## config.mk

```make
export PLATFORM = sky130hd
export DESIGN_NAME = tsp_timer
export DESIGN_NICKNAME = d
export VERILOG_FILES = /design/src/rtl/tsp_pkg.sv /design/src/rtl/tsp_prescaler.sv /design/src/rtl/tsp_timer.sv
export SDC_FILE = /design/constraint.sdc
export NUM_CORES = 1
export LEC_CHECK = 0
export BUFFER_PORTS_ARGS = -buffer_cell sky130_fd_sc_hd__buf_2
export CELL_PAD_IN_SITES_DETAIL_PLACEMENT = 1
export CELL_PAD_IN_SITES_GLOBAL_PLACEMENT = 2
export CORE_MARGIN = 5
export CORE_UTILIZATION = 30
export CTS_BUF_LIST = sky130_fd_sc_hd__clkbuf_16
export DETAILED_ROUTE_END_ITERATION = 8
export GPL_TIMING_DRIVEN = 0
export PLACE_DENSITY = 0.92
export SYNTH_ARGS = -nofsm -noshare
export SYNTH_HDL_FRONTEND = slang
export SYNTH_SLANG_ARGS = --single-unit
```

## constraint.sdc

```tcl
create_clock -name clk_i -period 9.29 [get_ports clk_i]
set_input_delay 0.929 -clock clk_i [delete_from_list [all_inputs] [get_ports clk_i]]
set_output_delay 0.929 -clock clk_i [all_outputs]
set_load 0.02 [all_outputs]
```

## src/rtl/tsp_pkg.sv

```systemverilog
package tsp_pkg;

  // register byte offsets on the bus
  localparam logic [7:0] TSP_OFF_COUNT  = 8'h00;
  localparam logic [7:0] TSP_OFF_CONFIG = 8'h04;
  localparam logic [7:0] TSP_OFF_STATUS = 8'h08;
  localparam logic [7:0] TSP_OFF_MASK   = 8'h0c;
  localparam logic [7:0] TSP_OFF_CTRL   = 8'h10;

  // config field positions
  localparam int TSP_CFG_CSS_BIT  = 5;
  localparam int TSP_CFG_SES_BIT  = 4;
  localparam int TSP_CFG_PSA_BIT  = 3;
  localparam int TSP_CFG_RATE_LSB = 0;
  localparam int TSP_RATE_W       = 3;

  // status, mask and control field positions
  localparam int TSP_STS_OVF_BIT  = 0;
  localparam int TSP_MSK_OVF_BIT  = 0;
  localparam int TSP_CTL_SLP_BIT  = 0;
  localparam int TSP_CTL_CLRW_BIT = 1;

  // reset values
  localparam logic [5:0] TSP_CONFIG_RST = 6'h3f;
  localparam logic [7:0] TSP_COUNT_RST  = 8'h00;
  localparam logic       TSP_FLAG_RST   = 1'b0;
  localparam logic       TSP_MASK_RST   = 1'b0;
  localparam logic       TSP_SLEEP_RST  = 1'b0;

  // increments held off after a count write
  localparam logic [1:0] TSP_INHIBIT_CYCLES = 2'h2;

  // clock source choice
  typedef enum logic {
    TSP_SRC_TIMER   = 1'b0,
    TSP_SRC_COUNTER = 1'b1
  } tsp_src_t;

endpackage

```

## src/rtl/tsp_prescaler.sv

```systemverilog
`timescale 1ns/100ps
module tsp_prescaler
  import tsp_pkg::*;
#(
  parameter int WIDTH = 8
) (
  // clock and reset
  input  wire logic                  clk_i,
  input  wire logic                  rst_i,
  // control
  input  wire logic                  clear_i,
  input  wire logic                  tick_i,
  input  wire logic                  to_watchdog_i,
  input  wire logic [TSP_RATE_W-1:0] rate_i,
  // divided tick
  output logic                       tick_o
);

  // parameter range guard at elaboration
  if (WIDTH < 8 || WIDTH > 16) begin : g_bad_width
    $error("tsp_prescaler: WIDTH must be 8 to 16");
  end

  logic [WIDTH-1:0] cnt_reg;
  logic [3:0]       shift;
  logic [WIDTH-1:0] mask;

  // timer ratio 2^(rate+1), watchdog ratio 2^rate
  assign shift = to_watchdog_i ? {1'b0, rate_i} : ({1'b0, rate_i} + 4'h1);
  assign mask  = WIDTH'((17'h1 << shift) - 17'h1);
  assign tick_o = tick_i && ((cnt_reg & mask) == mask);

  // hidden count, cleared on request
  always_ff @(posedge clk_i) begin
    if (rst_i || clear_i) begin
      cnt_reg <= '0;
    end else if (tick_i) begin
      cnt_reg <= cnt_reg + WIDTH'(1);
    end
  end

endmodule

```

## src/rtl/tsp_timer.sv

```systemverilog
// Implementation choices: the Wishbone register port and the register addresses.
`timescale 1ns/100ps
// Function
// - timer mode counts every instruction cycle
// - no increment two cycles after count write
// - counter mode counts external input edges
// - edge select picks external counting edge
// - one selects falling, zero selects rising
// - external input synchronised before edge detect
// - one prescaler, timer or watchdog, assignment bit
// - timer ratios 1:2 up to 1:256
// - watchdog assignment gives timer undivided rate
// - prescaler hidden; count write clears it when assigned to timer
// - clear watchdog clears watchdog, and prescaler when assigned to it
// - wrap from maximum sets overflow flag
// - overflow flag stays until software clears
// - interrupt only when flag and enable
// - sleep freezes the counter
module tsp_timer
  import tsp_pkg::*;
#(
  parameter int PRESCALE_WIDTH = 8
) (
  // clock and reset
  input  wire logic        clk_i,
  input  wire logic        rst_i,
  // wishbone slave
  input  wire logic        cyc_i,
  input  wire logic        stb_i,
  input  wire logic        we_i,
  input  wire logic [7:0]  adr_i,
  input  wire logic [3:0]  sel_i,
  input  wire logic [31:0] dat_i,
  output logic      [31:0] dat_o,
  output logic             ack_o,
  // external count pin
  input  wire logic        ext_count_input_i,
  // watchdog side
  input  wire logic        wdt_tick_i,
  output logic             wdt_tick_o,
  output logic             wdt_clear_o,
  // interrupt
  output logic             irq_o
);

  // parameter range guard at elaboration
  if (PRESCALE_WIDTH != 8) begin : g_bad_width
    $error("tsp_timer: PRESCALE_WIDTH must be 8");
  end

  // address match helper
  function automatic logic addr_hit(input logic [7:0] a, input logic [7:0] off);
    addr_hit = (a[7:2] == off[7:2]);
  endfunction

  // bus state
  logic        ack_reg;
  logic [31:0] dat_reg;
  logic        bus_req;
  logic        bus_wr;
  logic        lane0;

  // programmable state
  logic [7:0]  timer_count_reg;
  logic        clock_source_select;
  logic        source_edge_select;
  logic        prescaler_assign;
  logic [2:0]  prescale_rate_field;
  logic        overflow_flag;
  logic        overflow_irq_enable;
  logic        sleep_reg;
  logic        clrw_reg;

  // datapath
  logic [1:0]  inhibit_reg;
  logic [1:0]  inhibit_next;
  logic        sync1_reg;
  logic        sync2_reg;
  logic        prev_reg;
  logic        ext_edge;
  logic        src_tick;
  logic        pre_in;
  logic        pre_out;
  logic        pre_clear;
  logic        count_tick;
  logic        count_inc;
  logic        wrap;
  logic        wr_count;
  logic        wr_config;
  logic        wr_status;
  logic        wr_mask;
  logic        wr_ctrl;
  tsp_src_t    src_mode;

  // bus request decode
  assign bus_req = cyc_i && stb_i;
  assign bus_wr  = bus_req && we_i && ack_reg;
  assign lane0   = sel_i[0];
  assign ack_o   = ack_reg;
  assign dat_o   = dat_reg;

  // per-register write strobes, taken at the acked edge
  assign wr_count  = bus_wr && lane0 && addr_hit(adr_i, TSP_OFF_COUNT);
  assign wr_config = bus_wr && lane0 && addr_hit(adr_i, TSP_OFF_CONFIG);
  assign wr_status = bus_wr && lane0 && addr_hit(adr_i, TSP_OFF_STATUS);
  assign wr_mask   = bus_wr && lane0 && addr_hit(adr_i, TSP_OFF_MASK);
  assign wr_ctrl   = bus_wr && lane0 && addr_hit(adr_i, TSP_OFF_CTRL);

  // one-wait-state acknowledge, dropped the cycle after
  always_ff @(posedge clk_i) begin
    if (rst_i) begin
      ack_reg <= 1'b0;
    end else begin
      ack_reg <= bus_req && !ack_reg;
    end
  end

  // read data captured while the request waits
  always_ff @(posedge clk_i) begin
    if (rst_i) begin
      dat_reg <= 32'h0000_0000;
    end else if (bus_req && !ack_reg) begin
      if (addr_hit(adr_i, TSP_OFF_COUNT)) begin
        dat_reg <= {24'h00_0000, timer_count_reg};
      end else if (addr_hit(adr_i, TSP_OFF_CONFIG)) begin
        dat_reg <= {26'h0, clock_source_select, source_edge_select,
                    prescaler_assign, prescale_rate_field};
      end else if (addr_hit(adr_i, TSP_OFF_STATUS)) begin
        dat_reg <= {31'h0, overflow_flag};
      end else if (addr_hit(adr_i, TSP_OFF_MASK)) begin
        dat_reg <= {31'h0, overflow_irq_enable};
      end else if (addr_hit(adr_i, TSP_OFF_CTRL)) begin
        dat_reg <= {31'h0, sleep_reg};
      end else begin
        dat_reg <= 32'h0000_0000; // unmapped reads zero
      end
    end
  end

  // configuration bits
  always_ff @(posedge clk_i) begin
    if (rst_i) begin
      clock_source_select <= TSP_CONFIG_RST[TSP_CFG_CSS_BIT];
      source_edge_select  <= TSP_CONFIG_RST[TSP_CFG_SES_BIT];
      prescaler_assign    <= TSP_CONFIG_RST[TSP_CFG_PSA_BIT];
      prescale_rate_field <= TSP_CONFIG_RST[TSP_CFG_RATE_LSB +: TSP_RATE_W];
    end else if (wr_config) begin
      clock_source_select <= dat_i[TSP_CFG_CSS_BIT];
      source_edge_select  <= dat_i[TSP_CFG_SES_BIT];
      prescaler_assign    <= dat_i[TSP_CFG_PSA_BIT];
      prescale_rate_field <= dat_i[TSP_CFG_RATE_LSB +: TSP_RATE_W];
    end
  end

  // interrupt enable
  always_ff @(posedge clk_i) begin
    if (rst_i) begin
      overflow_irq_enable <= TSP_MASK_RST;
    end else if (wr_mask) begin
      overflow_irq_enable <= dat_i[TSP_MSK_OVF_BIT];
    end
  end

  // sleep level and clear-watchdog strobe
  always_ff @(posedge clk_i) begin
    if (rst_i) begin
      sleep_reg <= TSP_SLEEP_RST;
      clrw_reg  <= 1'b0;
    end else begin
      clrw_reg <= wr_ctrl && dat_i[TSP_CTL_CLRW_BIT];
      if (wr_ctrl) begin
        sleep_reg <= dat_i[TSP_CTL_SLP_BIT];
      end
    end
  end

  // two-stage synchroniser on the pin
  always_ff @(posedge clk_i) begin
    if (rst_i) begin
      sync1_reg <= 1'b0;
      sync2_reg <= 1'b0;
      prev_reg  <= 1'b0;
    end else begin
      sync1_reg <= ext_count_input_i;
      sync2_reg <= sync1_reg;
      prev_reg  <= sync2_reg;
    end
  end

  // selected edge of the synchronised pin
  assign ext_edge = source_edge_select ? (prev_reg && !sync2_reg)
                                       : (!prev_reg && sync2_reg);

  // increment source, frozen in sleep
  assign src_mode = tsp_src_t'(clock_source_select);
  always_comb begin
    case (src_mode)
      TSP_SRC_TIMER:   src_tick = !sleep_reg;
      TSP_SRC_COUNTER: src_tick = ext_edge && !sleep_reg;
      default:         src_tick = 1'b0;
    endcase
  end

  // prescaler feed and clearing
  assign pre_in    = prescaler_assign ? wdt_tick_i : src_tick;
  assign pre_clear = (wr_count && !prescaler_assign)
                  || (clrw_reg && prescaler_assign);

  tsp_prescaler #(
    .WIDTH         (PRESCALE_WIDTH)
  ) u_prescaler (
    .clk_i         (clk_i),
    .rst_i         (rst_i),
    .clear_i       (pre_clear),
    .tick_i        (pre_in),
    .to_watchdog_i (prescaler_assign),
    .rate_i        (prescale_rate_field),
    .tick_o        (pre_out)
  );

  // watchdog side outputs
  assign wdt_tick_o  = prescaler_assign && pre_out;
  assign wdt_clear_o = clrw_reg;

  // timer bypasses prescaler when watchdog owns it
  assign count_tick = prescaler_assign ? src_tick : pre_out;
  assign count_inc  = count_tick && (inhibit_reg == 2'h0) && !wr_count;
  assign wrap       = count_inc && (timer_count_reg == 8'hff);

  // post-write hold-off counter
  always_comb begin
    inhibit_next = inhibit_reg;
    if (wr_count) begin
      inhibit_next = TSP_INHIBIT_CYCLES;
    end else if (inhibit_reg != 2'h0) begin
      inhibit_next = inhibit_reg - 2'h1;
    end
  end

  always_ff @(posedge clk_i) begin
    if (rst_i) begin
      inhibit_reg <= 2'h0;
    end else begin
      inhibit_reg <= inhibit_next;
    end
  end

  // count register
  always_ff @(posedge clk_i) begin
    if (rst_i) begin
      timer_count_reg <= TSP_COUNT_RST;
    end else if (wr_count) begin
      timer_count_reg <= dat_i[7:0];
    end else if (count_inc) begin
      timer_count_reg <= timer_count_reg + 8'h01;
    end
  end

  // sticky overflow flag, set beats write-one clear
  always_ff @(posedge clk_i) begin
    if (rst_i) begin
      overflow_flag <= TSP_FLAG_RST;
    end else if (wrap) begin
      overflow_flag <= 1'b1;
    end else if (wr_status && dat_i[TSP_STS_OVF_BIT]) begin
      overflow_flag <= 1'b0;
    end
  end

  // level interrupt
  assign irq_o = overflow_flag && overflow_irq_enable;

endmodule

```

=== Word level (Yosys, flattened, before mapping) ===
Cells that the tools add are included.

* $add $sub $neg: 5
* $mul: 0
* Divide/modulo/power cells: 0
* $lt $le $gt $ge: 0
* Eq/ne operators: 6
* Shifts and indexed selects: 1
* Muxes and demuxes: 16
* Bitwise gates (word level): 2
* Reduce and logical (&&, ||, !) cells: 38

{| class="wikitable"
|+ Operator list
! cell !! number
|-
| 8-bit 2-to-1 mux || 3
|-
| 1-bit logical AND || 23
|-
| 8-bit by 1-bit adder with 8-bit output, second input constant || 2
|-
| 6-bit by 2-bit == test with 1-bit output, second input constant || 2
|-
| 8-bit AND || 1
|-
| 8-bit == test || 1
|-
| 8-bit == test, second input constant || 1
|-
| 1-bit 2-to-1 mux || 8
|-
| 2-bit nonzero test || 4
|-
| 1-bit by 4-bit << shifter with 8-bit output, first input constant || 1
|-
| 8-bit by 1-bit subtractor with 8-bit output, second input constant || 1
|-
| 6-bit by 1-bit == test with 1-bit output, second input constant || 1
|-
| 6-bit by 3-bit == test with 1-bit output, second input constant || 1
|-
| 1-bit zero test || 6
|-
| 6-bit zero test || 1
|-
| 6-bit 2-to-1 mux || 1
|-
| 3-bit by 1-bit adder with 4-bit output, second input constant || 1
|-
| 2-bit 2-to-1 mux || 2
|-
| 4-bit 2-to-1 mux || 1
|-
| 2-bit zero test || 1
|-
| 1-bit logical OR || 2
|-
| 1-bit one-hot mux with 2 select lines || 1
|-
| 2-bit OR reduction || 1
|-
| 2-bit by 1-bit subtractor with 2-bit output, second input constant || 1
|-
| 1-bit NOT || 1
|}

* Register bits after elaboration: 64
* Bits in latches: 0
* Memory bits (writable): 0
* Bits in read-only memories: 0
* Input bits: 51
* Output and inout port bits: 36
* Memories: 0

=== Logic depth before layout (Yosys ltp) ===
Gate-level depths: netlist (run 1).

* Depth after elaboration: 12
* Gate-level depth with buffers: 16

=== Modules after synthesis ===
A second synthesis (run 1) with hierarchy kept.

* Cell total of the unflattened synthesis: 312
* Area, all modules: 2557.5 um2

{| class="wikitable"
|+ By module, submodules not included
! module !! times used !! cells an instance !! area each (um2) !! seq. area each (um2)
|-
| tsp_timer || 1 || 211 || 1781.7 || 640.6
|-
| tsp_prescaler || 1 || 101 || 775.7 || 160.2
|}

=== Worst setup path before layout (run 1) ===
OpenSTA, ideal clock, no wires.

* Path kind: register to output
* Start: reg prescale_rate_field[1]
* End: out wdt_tick_o
* Arrival: 2.654 ns
* Slack: 5.707 ns
* Stages on the path, launching flop included: 14
* Cells stage by stage: dfxtp_1 > ha_1 > buf_2 > and3b_1 > o21ai_1 > nor3_1 > nor2_1 > ha_1 > xnor2_1 > a32o_1 > o21ai_1 > o211ai_2 > a2111oi_2 > nor2b_1

* Cells in the longest elaborated chain, start to end: 8

{| class="wikitable"
|+ Ends and longest elaborated chain
! what !! line !! text
|-
| start, declared || tsp_timer.sv:68 || <nowiki>logic [2:0] prescale_rate_field;</nowiki>
|-
| start signal, assigned || tsp_timer.sv:146 || <nowiki>prescale_rate_field <= TSP_CONFIG_RST[TSP_CFG_RATE_LSB +: TSP_RATE_W];</nowiki>
|-
| start signal, assigned || tsp_timer.sv:151 || <nowiki>prescale_rate_field <= dat_i[TSP_CFG_RATE_LSB +: TSP_RATE_W];</nowiki>
|-
| 3-bit by 1-bit adder with 4-bit output || tsp_prescaler.sv:29 || <nowiki>assign shift = to_watchdog_i ? {1'b0, rate_i} : ({1'b0, rate_i} + 4'h1);</nowiki>
|-
| 4-bit 2-to-1 mux (*) || tsp_prescaler.sv:29 ||
|-
| 1-bit by 4-bit << shifter with 8-bit output (*) || tsp_prescaler.sv:30 || <nowiki>assign mask = WIDTH'((17'h1 << shift) - 17'h1);</nowiki>
|-
| 8-bit by 1-bit subtractor with 8-bit output (*) || tsp_prescaler.sv:30 ||
|-
| 8-bit AND || tsp_prescaler.sv:31 || <nowiki>assign tick_o = tick_i && ((cnt_reg & mask) == mask);</nowiki>
|-
| 8-bit == test (*) || tsp_prescaler.sv:31 ||
|-
| 1-bit logical AND (*) || tsp_prescaler.sv:31 ||
|-
| 1-bit logical AND (*) || tsp_timer.sv:222 || <nowiki>assign wdt_tick_o = prescaler_assign && pre_out;</nowiki>
|-
| end, declared || tsp_timer.sv:40 || <nowiki>output logic wdt_tick_o,</nowiki>
|}

Mark *: on every way between the ends. The rest lies on a longest branch, timed or not.

=== Worst setup path after layout (run 1) ===
Same ends and word-level chain as after synthesis.

==> results of run 1 <==
==> layer usage <==
metal | vias up | track usage (%)
met5 | - | 0
met4 | 0 | 4.81
met3 | 10 | 2.15
met2 | 45 | 24.5
met1 | 1109 | 18.2
li1 | 1162 | -
==> worst paths after layout <==
| check | end | slack (ns) | cells after the start |
|---|---|---|---|
| setup / recovery | wdt_tick_o | 4.97 | 14 |
| hold / removal | sync2_reg$_SDFF_PP0_ | 0.43 | 1 |
| hold reg to reg | sync2_reg$_SDFF_PP0_ | 0.43 | 1 |
| setup reg to reg | timer_count_reg[0]$_SDFFE_PP0P_ | 5.88 | 14 |
==> power by group <==
part	switching (mW)	internal [mW]	total [mW]
clock	0.0711	0.0985	0.170
combinational	0.0284	0.0215	0.0500
sequential	0.00673	0.177	0.184
==> metrics by stage <==
stage | setup WS [ns] | instance area (µm²)
2_1_floorplan | 5.71 | 2580
3_3_place_gp | 5.32 | 2870
3_5_place_dp | 5.27 | 2870
4_1_cts | 4.94 | 3010
5_1_grt | 4.68 | 3010
6_report | 4.97 | 3010
==> kinds of logic after synthesis <==
kind of cell | count (synthesis)
and+or+nand+nor | 129
AOI/OAI and AO/OA | 57
buffers and inverters | 50
DFF | 40
muxes | 17
xor gates and xnor gates | 11
adders and majority gates | 4
other | 1
==> cells in the mapped netlist (2+ instances only) <==
library cell / instances
a2111oi_2: 2
a211o_1: 2
a211oi_1: 2
a21oi_1: 17
and2_1: 2
and3_1: 7
buf_2: 5
buf_4: 25
clkbuf_1: 9
dfxtp_1: 40
ha_1: 4
inv_1: 9
mux2i_1: 17
nand2_1: 21
nand2b_1: 4
nand3_1: 7
nand3b_1: 3
nand4_1: 6
nor2_1: 39
nor2b_1: 8
nor3_1: 12
nor3b_1: 5
nor4_1: 2
o2111ai_1: 2
o211ai_1: 4
o21ai_0: 2
o21ai_1: 4
o22ai_1: 6
or2_2: 4
or3_1: 2
xnor2_1: 7
xor2_1: 4
==> area by class of cell <==
cell class                 instances  area share, %
inverter                           9           1.12
buffer                            41           8.68
tap                              105           4.36
clock inverter                     3          0.623
sequential                        40           26.6
multi-input combinational        242           49.1
timing repair buffer              32           5.32
clock buffer                       5           4.15
==> run metrics, run 1 <==
non-filler cells, final 477; most common cell after layout, fill and taps aside dfxtp_1; Yosys cell types 58; number of global-route vias before repair 2382; clock latency on the worst-skew pair 0.29 ns; vias per std cell 4.88; full die area 10200 µm²; post-synthesis xor/xnor area fraction 3.87%; global route overflow 0; DP HPWL 5.41 mm; Crit Reg-Reg Startpoint prescale_rate_field[0]$_SDFFE_PP1P_; area grow syn2layout 21.0%; storage element area 801 µm²; ratio of cells with drive above 1 in the final layout 22.0%; Final Critical Period 4.32 ns; DRT Wirelength 7.11 mm; Crit path buffers/inverters 2; most frequent cells in the layout 40 x dfxtp_1, 39 x nor2_1, 37 x buf_2, 25 x buf_4, 24 x conb_1; root buf cell clkbuf_16; Seq/Total Area, Yosys 32.2%; Layout Nets 426; area of the multi-input gates 1480 µm²; Row Count 33; Crit path max-delay family compound AO/OA/AOI/OAI gates; Avg WL per Cell 14.9 µm; Max Slew Vio Count 0; antenna cell count 0; worst min path class reg2reg; hold_sp sync1_reg$_SDFF_PP0_; count of maximum capacitance violations 0; Max-slew headroom 50.7%; period utilization 46.5%; Fmax achieved 231 MHz; hold buffer count at CTS 0; I/O Buffers 32; crit-path max FO 10; effective utilization at floorplan 30.6%; chip height 101 µm; Crit path required time 8.36 ns; # Post-CTS Setup Buffers 0; # IOs 87; largest family of logic cells by synthesized area simple AND/OR/NAND/NOR gates; Critical Path Sink Type output port; Yosys Warn Count 0; total number of vias 2326; CTS Buf Count 5; Min Hold Slack 0.432 ns; status completed; first-pass GRT wire length 11.7 mm; setup TNS 0 ns; Post-Synthesis Cells 309; CP max-delay cell dfxtp_1; DRT Pass-1 Iters 4; Total Power 403 µW; Post-DRT Antenna Nets 0; met3 WL post-DR 281 µm; P_leak 1.27 nW; Clock Skews 0.00695 ns; CP Launch Point prescale_rate_field[1]$_SDFFE_PP1P_; crit-path max cell delay 0.37 ns; RSZ-0062 raised after global routing no; critical path cell sequence ha_1 > buf_2 > and3b_1 > o21ai_1 > nor3_1 > nor2_1 > ha_1 > xnor2_1 > a32o_1 > o21ai_1 > o211ai_2 > a2111oi_2 > nor2b_1 > buf_2; post-cts repair resize count 0; DR iter-0 viols 81; drc violations 0; Placeable Area 8130 µm²; CP Launch Type register; Slew @ Worst Pin 0.736 ns; clock slew at reported path FFs 0.06 ns; initial antenna violation count 0; Post-Route M1 WL 3.34 mm; Synth async-reset ratio 0%; Post-Synth Simple-Gate Area 26.6%; H-Tree Depth 2; Final Hold Vio Count 0; Syn Area/Cell 8.06 µm²; worst vdd ir 0.0608 mV; fraction of the mapped netlist area in adder cells 2.01%; top-area cell type share of the netlist area 32.2%; #FFs+latches synth 40; DIE WIDTH 101 µm; Post-synth EDFFs 0; fill cell count 992; CTS Buffer Depth 2; placed cells 469; area leader, netlist dfxtp_1; mux cell area share after synthesis 6.83%; Synth Area in Compound Gates 16.5%; worst path arrival time 3.39 ns; highest routed metal layer met4; clock sinks 40; Top FF cell, synth dfxtp_1; Total GRT Usage 14.3%; post-layout util 37.0%; routed wl met2 3.38 mm; synth top area cells dfxtp_1 32%, buf_4 7.5%, mux2i_1 6.8%, nor2_1 5.9%, a21oi_1 3.4%; largest net degree at the start of global routing 14; PwrDens 134 nW/µm²; Synth Cell Area 2490 µm²; Setup Crit Path Kind reg2out; Setup Viol. Count Final 0; CTS tree done; GPL Wtd Cong 0.905
(Power assumes the default switching activity.)
==> run 2: changes to the inputs <==
ABC_AREA = 1   (was unset)
CORE_UTILIZATION = 23   (was 30)
PLACE_DENSITY = 0.83   (was 0.92)
clock period = 3.6 ns   (was 9.29 ns; I/O delays follow)
==> run 2 against run 1 <==
Final cell count up 16%. Routed wire length is 6.1% lower. Sequential power increased by 150%. Total power rose to 2.7 times the previous value. Sequential cell count unchanged. Non-clock buffer count is 7 lower. Combinational power is 120% higher. Sequential share of layout area rose by 0.44 points. Largest cell class unchanged. Via count increased by 0.52%. Highest routed layer unchanged.
==> run metrics, run 2 <==
clock latency on the worst-skew pair 0.28 ns; Psw 254 µW; Critical Path Sink Type output port; CTS Buf Count 5; CP max-delay cell dfxtp_1; Fmax achieved 348 MHz; clock sinks 40; hold buffer count at CTS 0; ratio of cells with drive above 1 in the final layout 19.1%; period utilization 79.9%; area grow syn2layout 24.8%; most common cell in the netlist nand2_1; Placeable Area 10200 µm²; combinational power share 10.3%; largest net degree at the start of global routing 14; Post-Synthesis Cells 354; CP most frequent cell inv_1; DIE WIDTH 112 µm; vias per std cell 4.22; Crit Reg-Reg Startpoint prescale_rate_field[0]$_SDFFE_PP1P_; DP HPWL 5.42 mm; Synth Cell Area 2370 µm²; Clock Skews 0.0108 ns; Row Count 37; hold_sp ext_count_input_i; reg2reg setup slack 1.04 ns; most frequent cells in the layout 78 x nand2_1, 47 x inv_1, 40 x dfxtp_1, 33 x nor2_1, 33 x buf_2; post-layout util 29.1%; area leader, netlist dfxtp_1; largest family of logic cells by synthesized area simple AND/OR/NAND/NOR gates; Max-slew headroom 56.8%; r2r worst-path depth 18; Syn Area/Cell 6.70 µm²; Post-synth EDFFs 0; crit-path max FO 5; Avg WL per Cell 12.0 µm; Post-Synth Simple-Gate Area 31.4%; Synth async-reset ratio 0%; status completed; Setup Viol. Count Final 0; Synth Area in Compound Gates 13.2%; GPL Wtd Cong 0.767; # Post-CTS Setup Buffers 0; worst vdd ir 0.184 mV; setup TNS 0 ns; CP Launch Type register; number of global-route vias before repair 2470; Max Slew Vio Count 0; global route overflow 0; Crit path required time 3.24 ns; Final Hold Vio Count 0; clock slew at reported path FFs 0.06 ns; switching share of power 23.7%; Setup Crit Path Kind reg2out; Yosys cell types 31; Yosys Warn Count 0; DR iter-0 viols 75; CTS Buffer Depth 2; synth cell count leaders 78 x nand2_1, 47 x inv_1, 40 x dfxtp_1; synth top area cells dfxtp_1 34%, nand2_1 12%, buf_4 7.6%, inv_1 7.4%, nor2_1 5.2%; mux cell area share after synthesis 0%; Slew @ Worst Pin 0.644 ns; Layout Nets 472; drc violations 0; Total GRT Usage 10.9%; # IOs 87; CTS tree done; post-cts repair resize count 0; antenna cell count 0; H-Tree Depth 2; Hold Crit Endpoint sync1_reg$_SDFF_PP0_; Seq/Total Area, Yosys 33.7%; Min Hold Slack 0.281 ns; Pint 818 µW; Top FF cell, synth dfxtp_1; top-area cell type share of the netlist area 33.7%; most common cell after layout, fill and taps aside nand2_1; worst r2r dst timer_count_reg[1]$_SDFFE_PP0P_; I/O Buffers 33; DRT Pass-1 Iters 4; initial antenna violation count 0; post-synthesis xor/xnor area fraction 2.21%; worst path arrival time 2.52 ns; count of maximum capacitance violations 0; #FFs+latches synth 40; chip height 112 µm; hold depth 3; critical path cell sequence ha_1 > inv_1 > nand2_1 > nand2_1 > inv_1 > nor2_2 > nand2_2 > ha_1 > o22ai_1 > inv_1 > nand3_2 > nor2_2 > nand3_2 > nor3_1 > buf_2; Final Critical Period 2.88 ns; fraction of the mapped netlist area in adder cells 2.11%; PwrDens 362 nW/µm²; full die area 12500 µm²; worst min path class in2reg; Design Area, Final 2960 µm²; clock share of power 47.0%; first-pass GRT wire length 11.5 mm; root buf cell clkbuf_16; crit-path max cell delay 0.40 ns; effective utilization at floorplan 23.3%; RSZ-0062 raised after global routing no; DRT Wirelength 6.67 mm; P_leak 1.36 nW; dpl cell area 2800 µm²; Post-DRT Antenna Nets 0; total number of vias 2338; Seq pwr share 42.7%
run 2: cell types whose count changed after synthesis, moves of 6 or more:
cell,previous run,this run
nor2b_1,8,0
mux2i_1,17,0
nor2_1,39,33
a21oi_1,17,23
nand2_1,21,78
o21ai_0,2,20
nand3_1,7,22
inv_1,9,47
run 2: per-layer routing:
layer  routed length, µm  track usage [%]  vias to the layer above
met5                   0                0                        -
met4                  47             2.19                        0
met3                 146             2.07                        4
met2                3350             19.2                       30
met1                3130             14.0                     1094
li1                    -                -                     1210
run 2: kinds of logic (layout without fill, tap and decap cells):
| logic type | Yosys count | in the layout |
|---|---|---|
| buffers and inverters | 81 | 122 |
| XOR/XNOR | 6 | 6 |
| flip-flops | 40 | 40 |
| AND/OR/NAND/NOR | 166 | 166 |
| AO/OA/AOI/OAI | 56 | 56 |
| other | 1 | 24 |
| adder cells (fa/ha/maj) | 4 | 4 |
run 2: cell type report:
class	instances	area [µm²]
Buffer	33	229
Clock buffer	5	125
Clock inverter	3	42.5
Fill cell	1332	7220
Inverter	48	180
Multi-Input combinational cell	256	1250
Sequential cell	40	801
Tap cell	136	170
Timing Repair Buffer	33	165
run 2: worst max-delay path by stage:
stage                                              from                             endpoint  slack [ns]  cells after the start
floorplan           prescale_rate_field[0]$_SDFFE_PP1P_                           wdt_tick_o        1.06                     14
global placement    prescale_rate_field[0]$_SDFFE_PP1P_                           wdt_tick_o        0.98                     15
detailed placement                             adr_i[4]  u_prescaler.cnt_reg[2]$_SDFFE_PP0P_        0.97                      9
CTS                 prescale_rate_field[0]$_SDFFE_PP1P_                           wdt_tick_o        0.69                     15
global route        prescale_rate_field[0]$_SDFFE_PP1P_                           wdt_tick_o        0.44                     15
finish              prescale_rate_field[0]$_SDFFE_PP1P_                           wdt_tick_o        0.72                     15
run 2: power by group through the flow:
| stage | Clock (mW) | Combinational (mW) | Sequential, mW |
|---|---|---|---|
| floorplan | 0 | 0.0720 | 0.472 |
| global placement | 0 | 0.108 | 0.467 |
| detailed placement | 0 | 0.110 | 0.467 |
| CTS | 0.516 | 0.111 | 0.457 |
| global route | 0.533 | 0.123 | 0.458 |
| finish | 0.504 | 0.111 | 0.457 |
run 2: stage by stage:
step	std cells	power, mW	worst slack (ns)
floorplan	377	0.544	1.06
global placement	546	0.575	0.983
detailed placement	546	0.578	0.966
CTS	554	1.08	0.686
global route	554	1.11	0.442
finish	554	1.07	0.724
run 2: worst max-delay path, delay by kind of cell, from the launching register on:
kind / cells / cell delay [ns]
compound gates: 1 / 0.07
fa+ha+maj: 2 / 0.53
buf+inv: 4 / 0.40
flops: 1 / 0.40
simple gates: 8 / 0.82
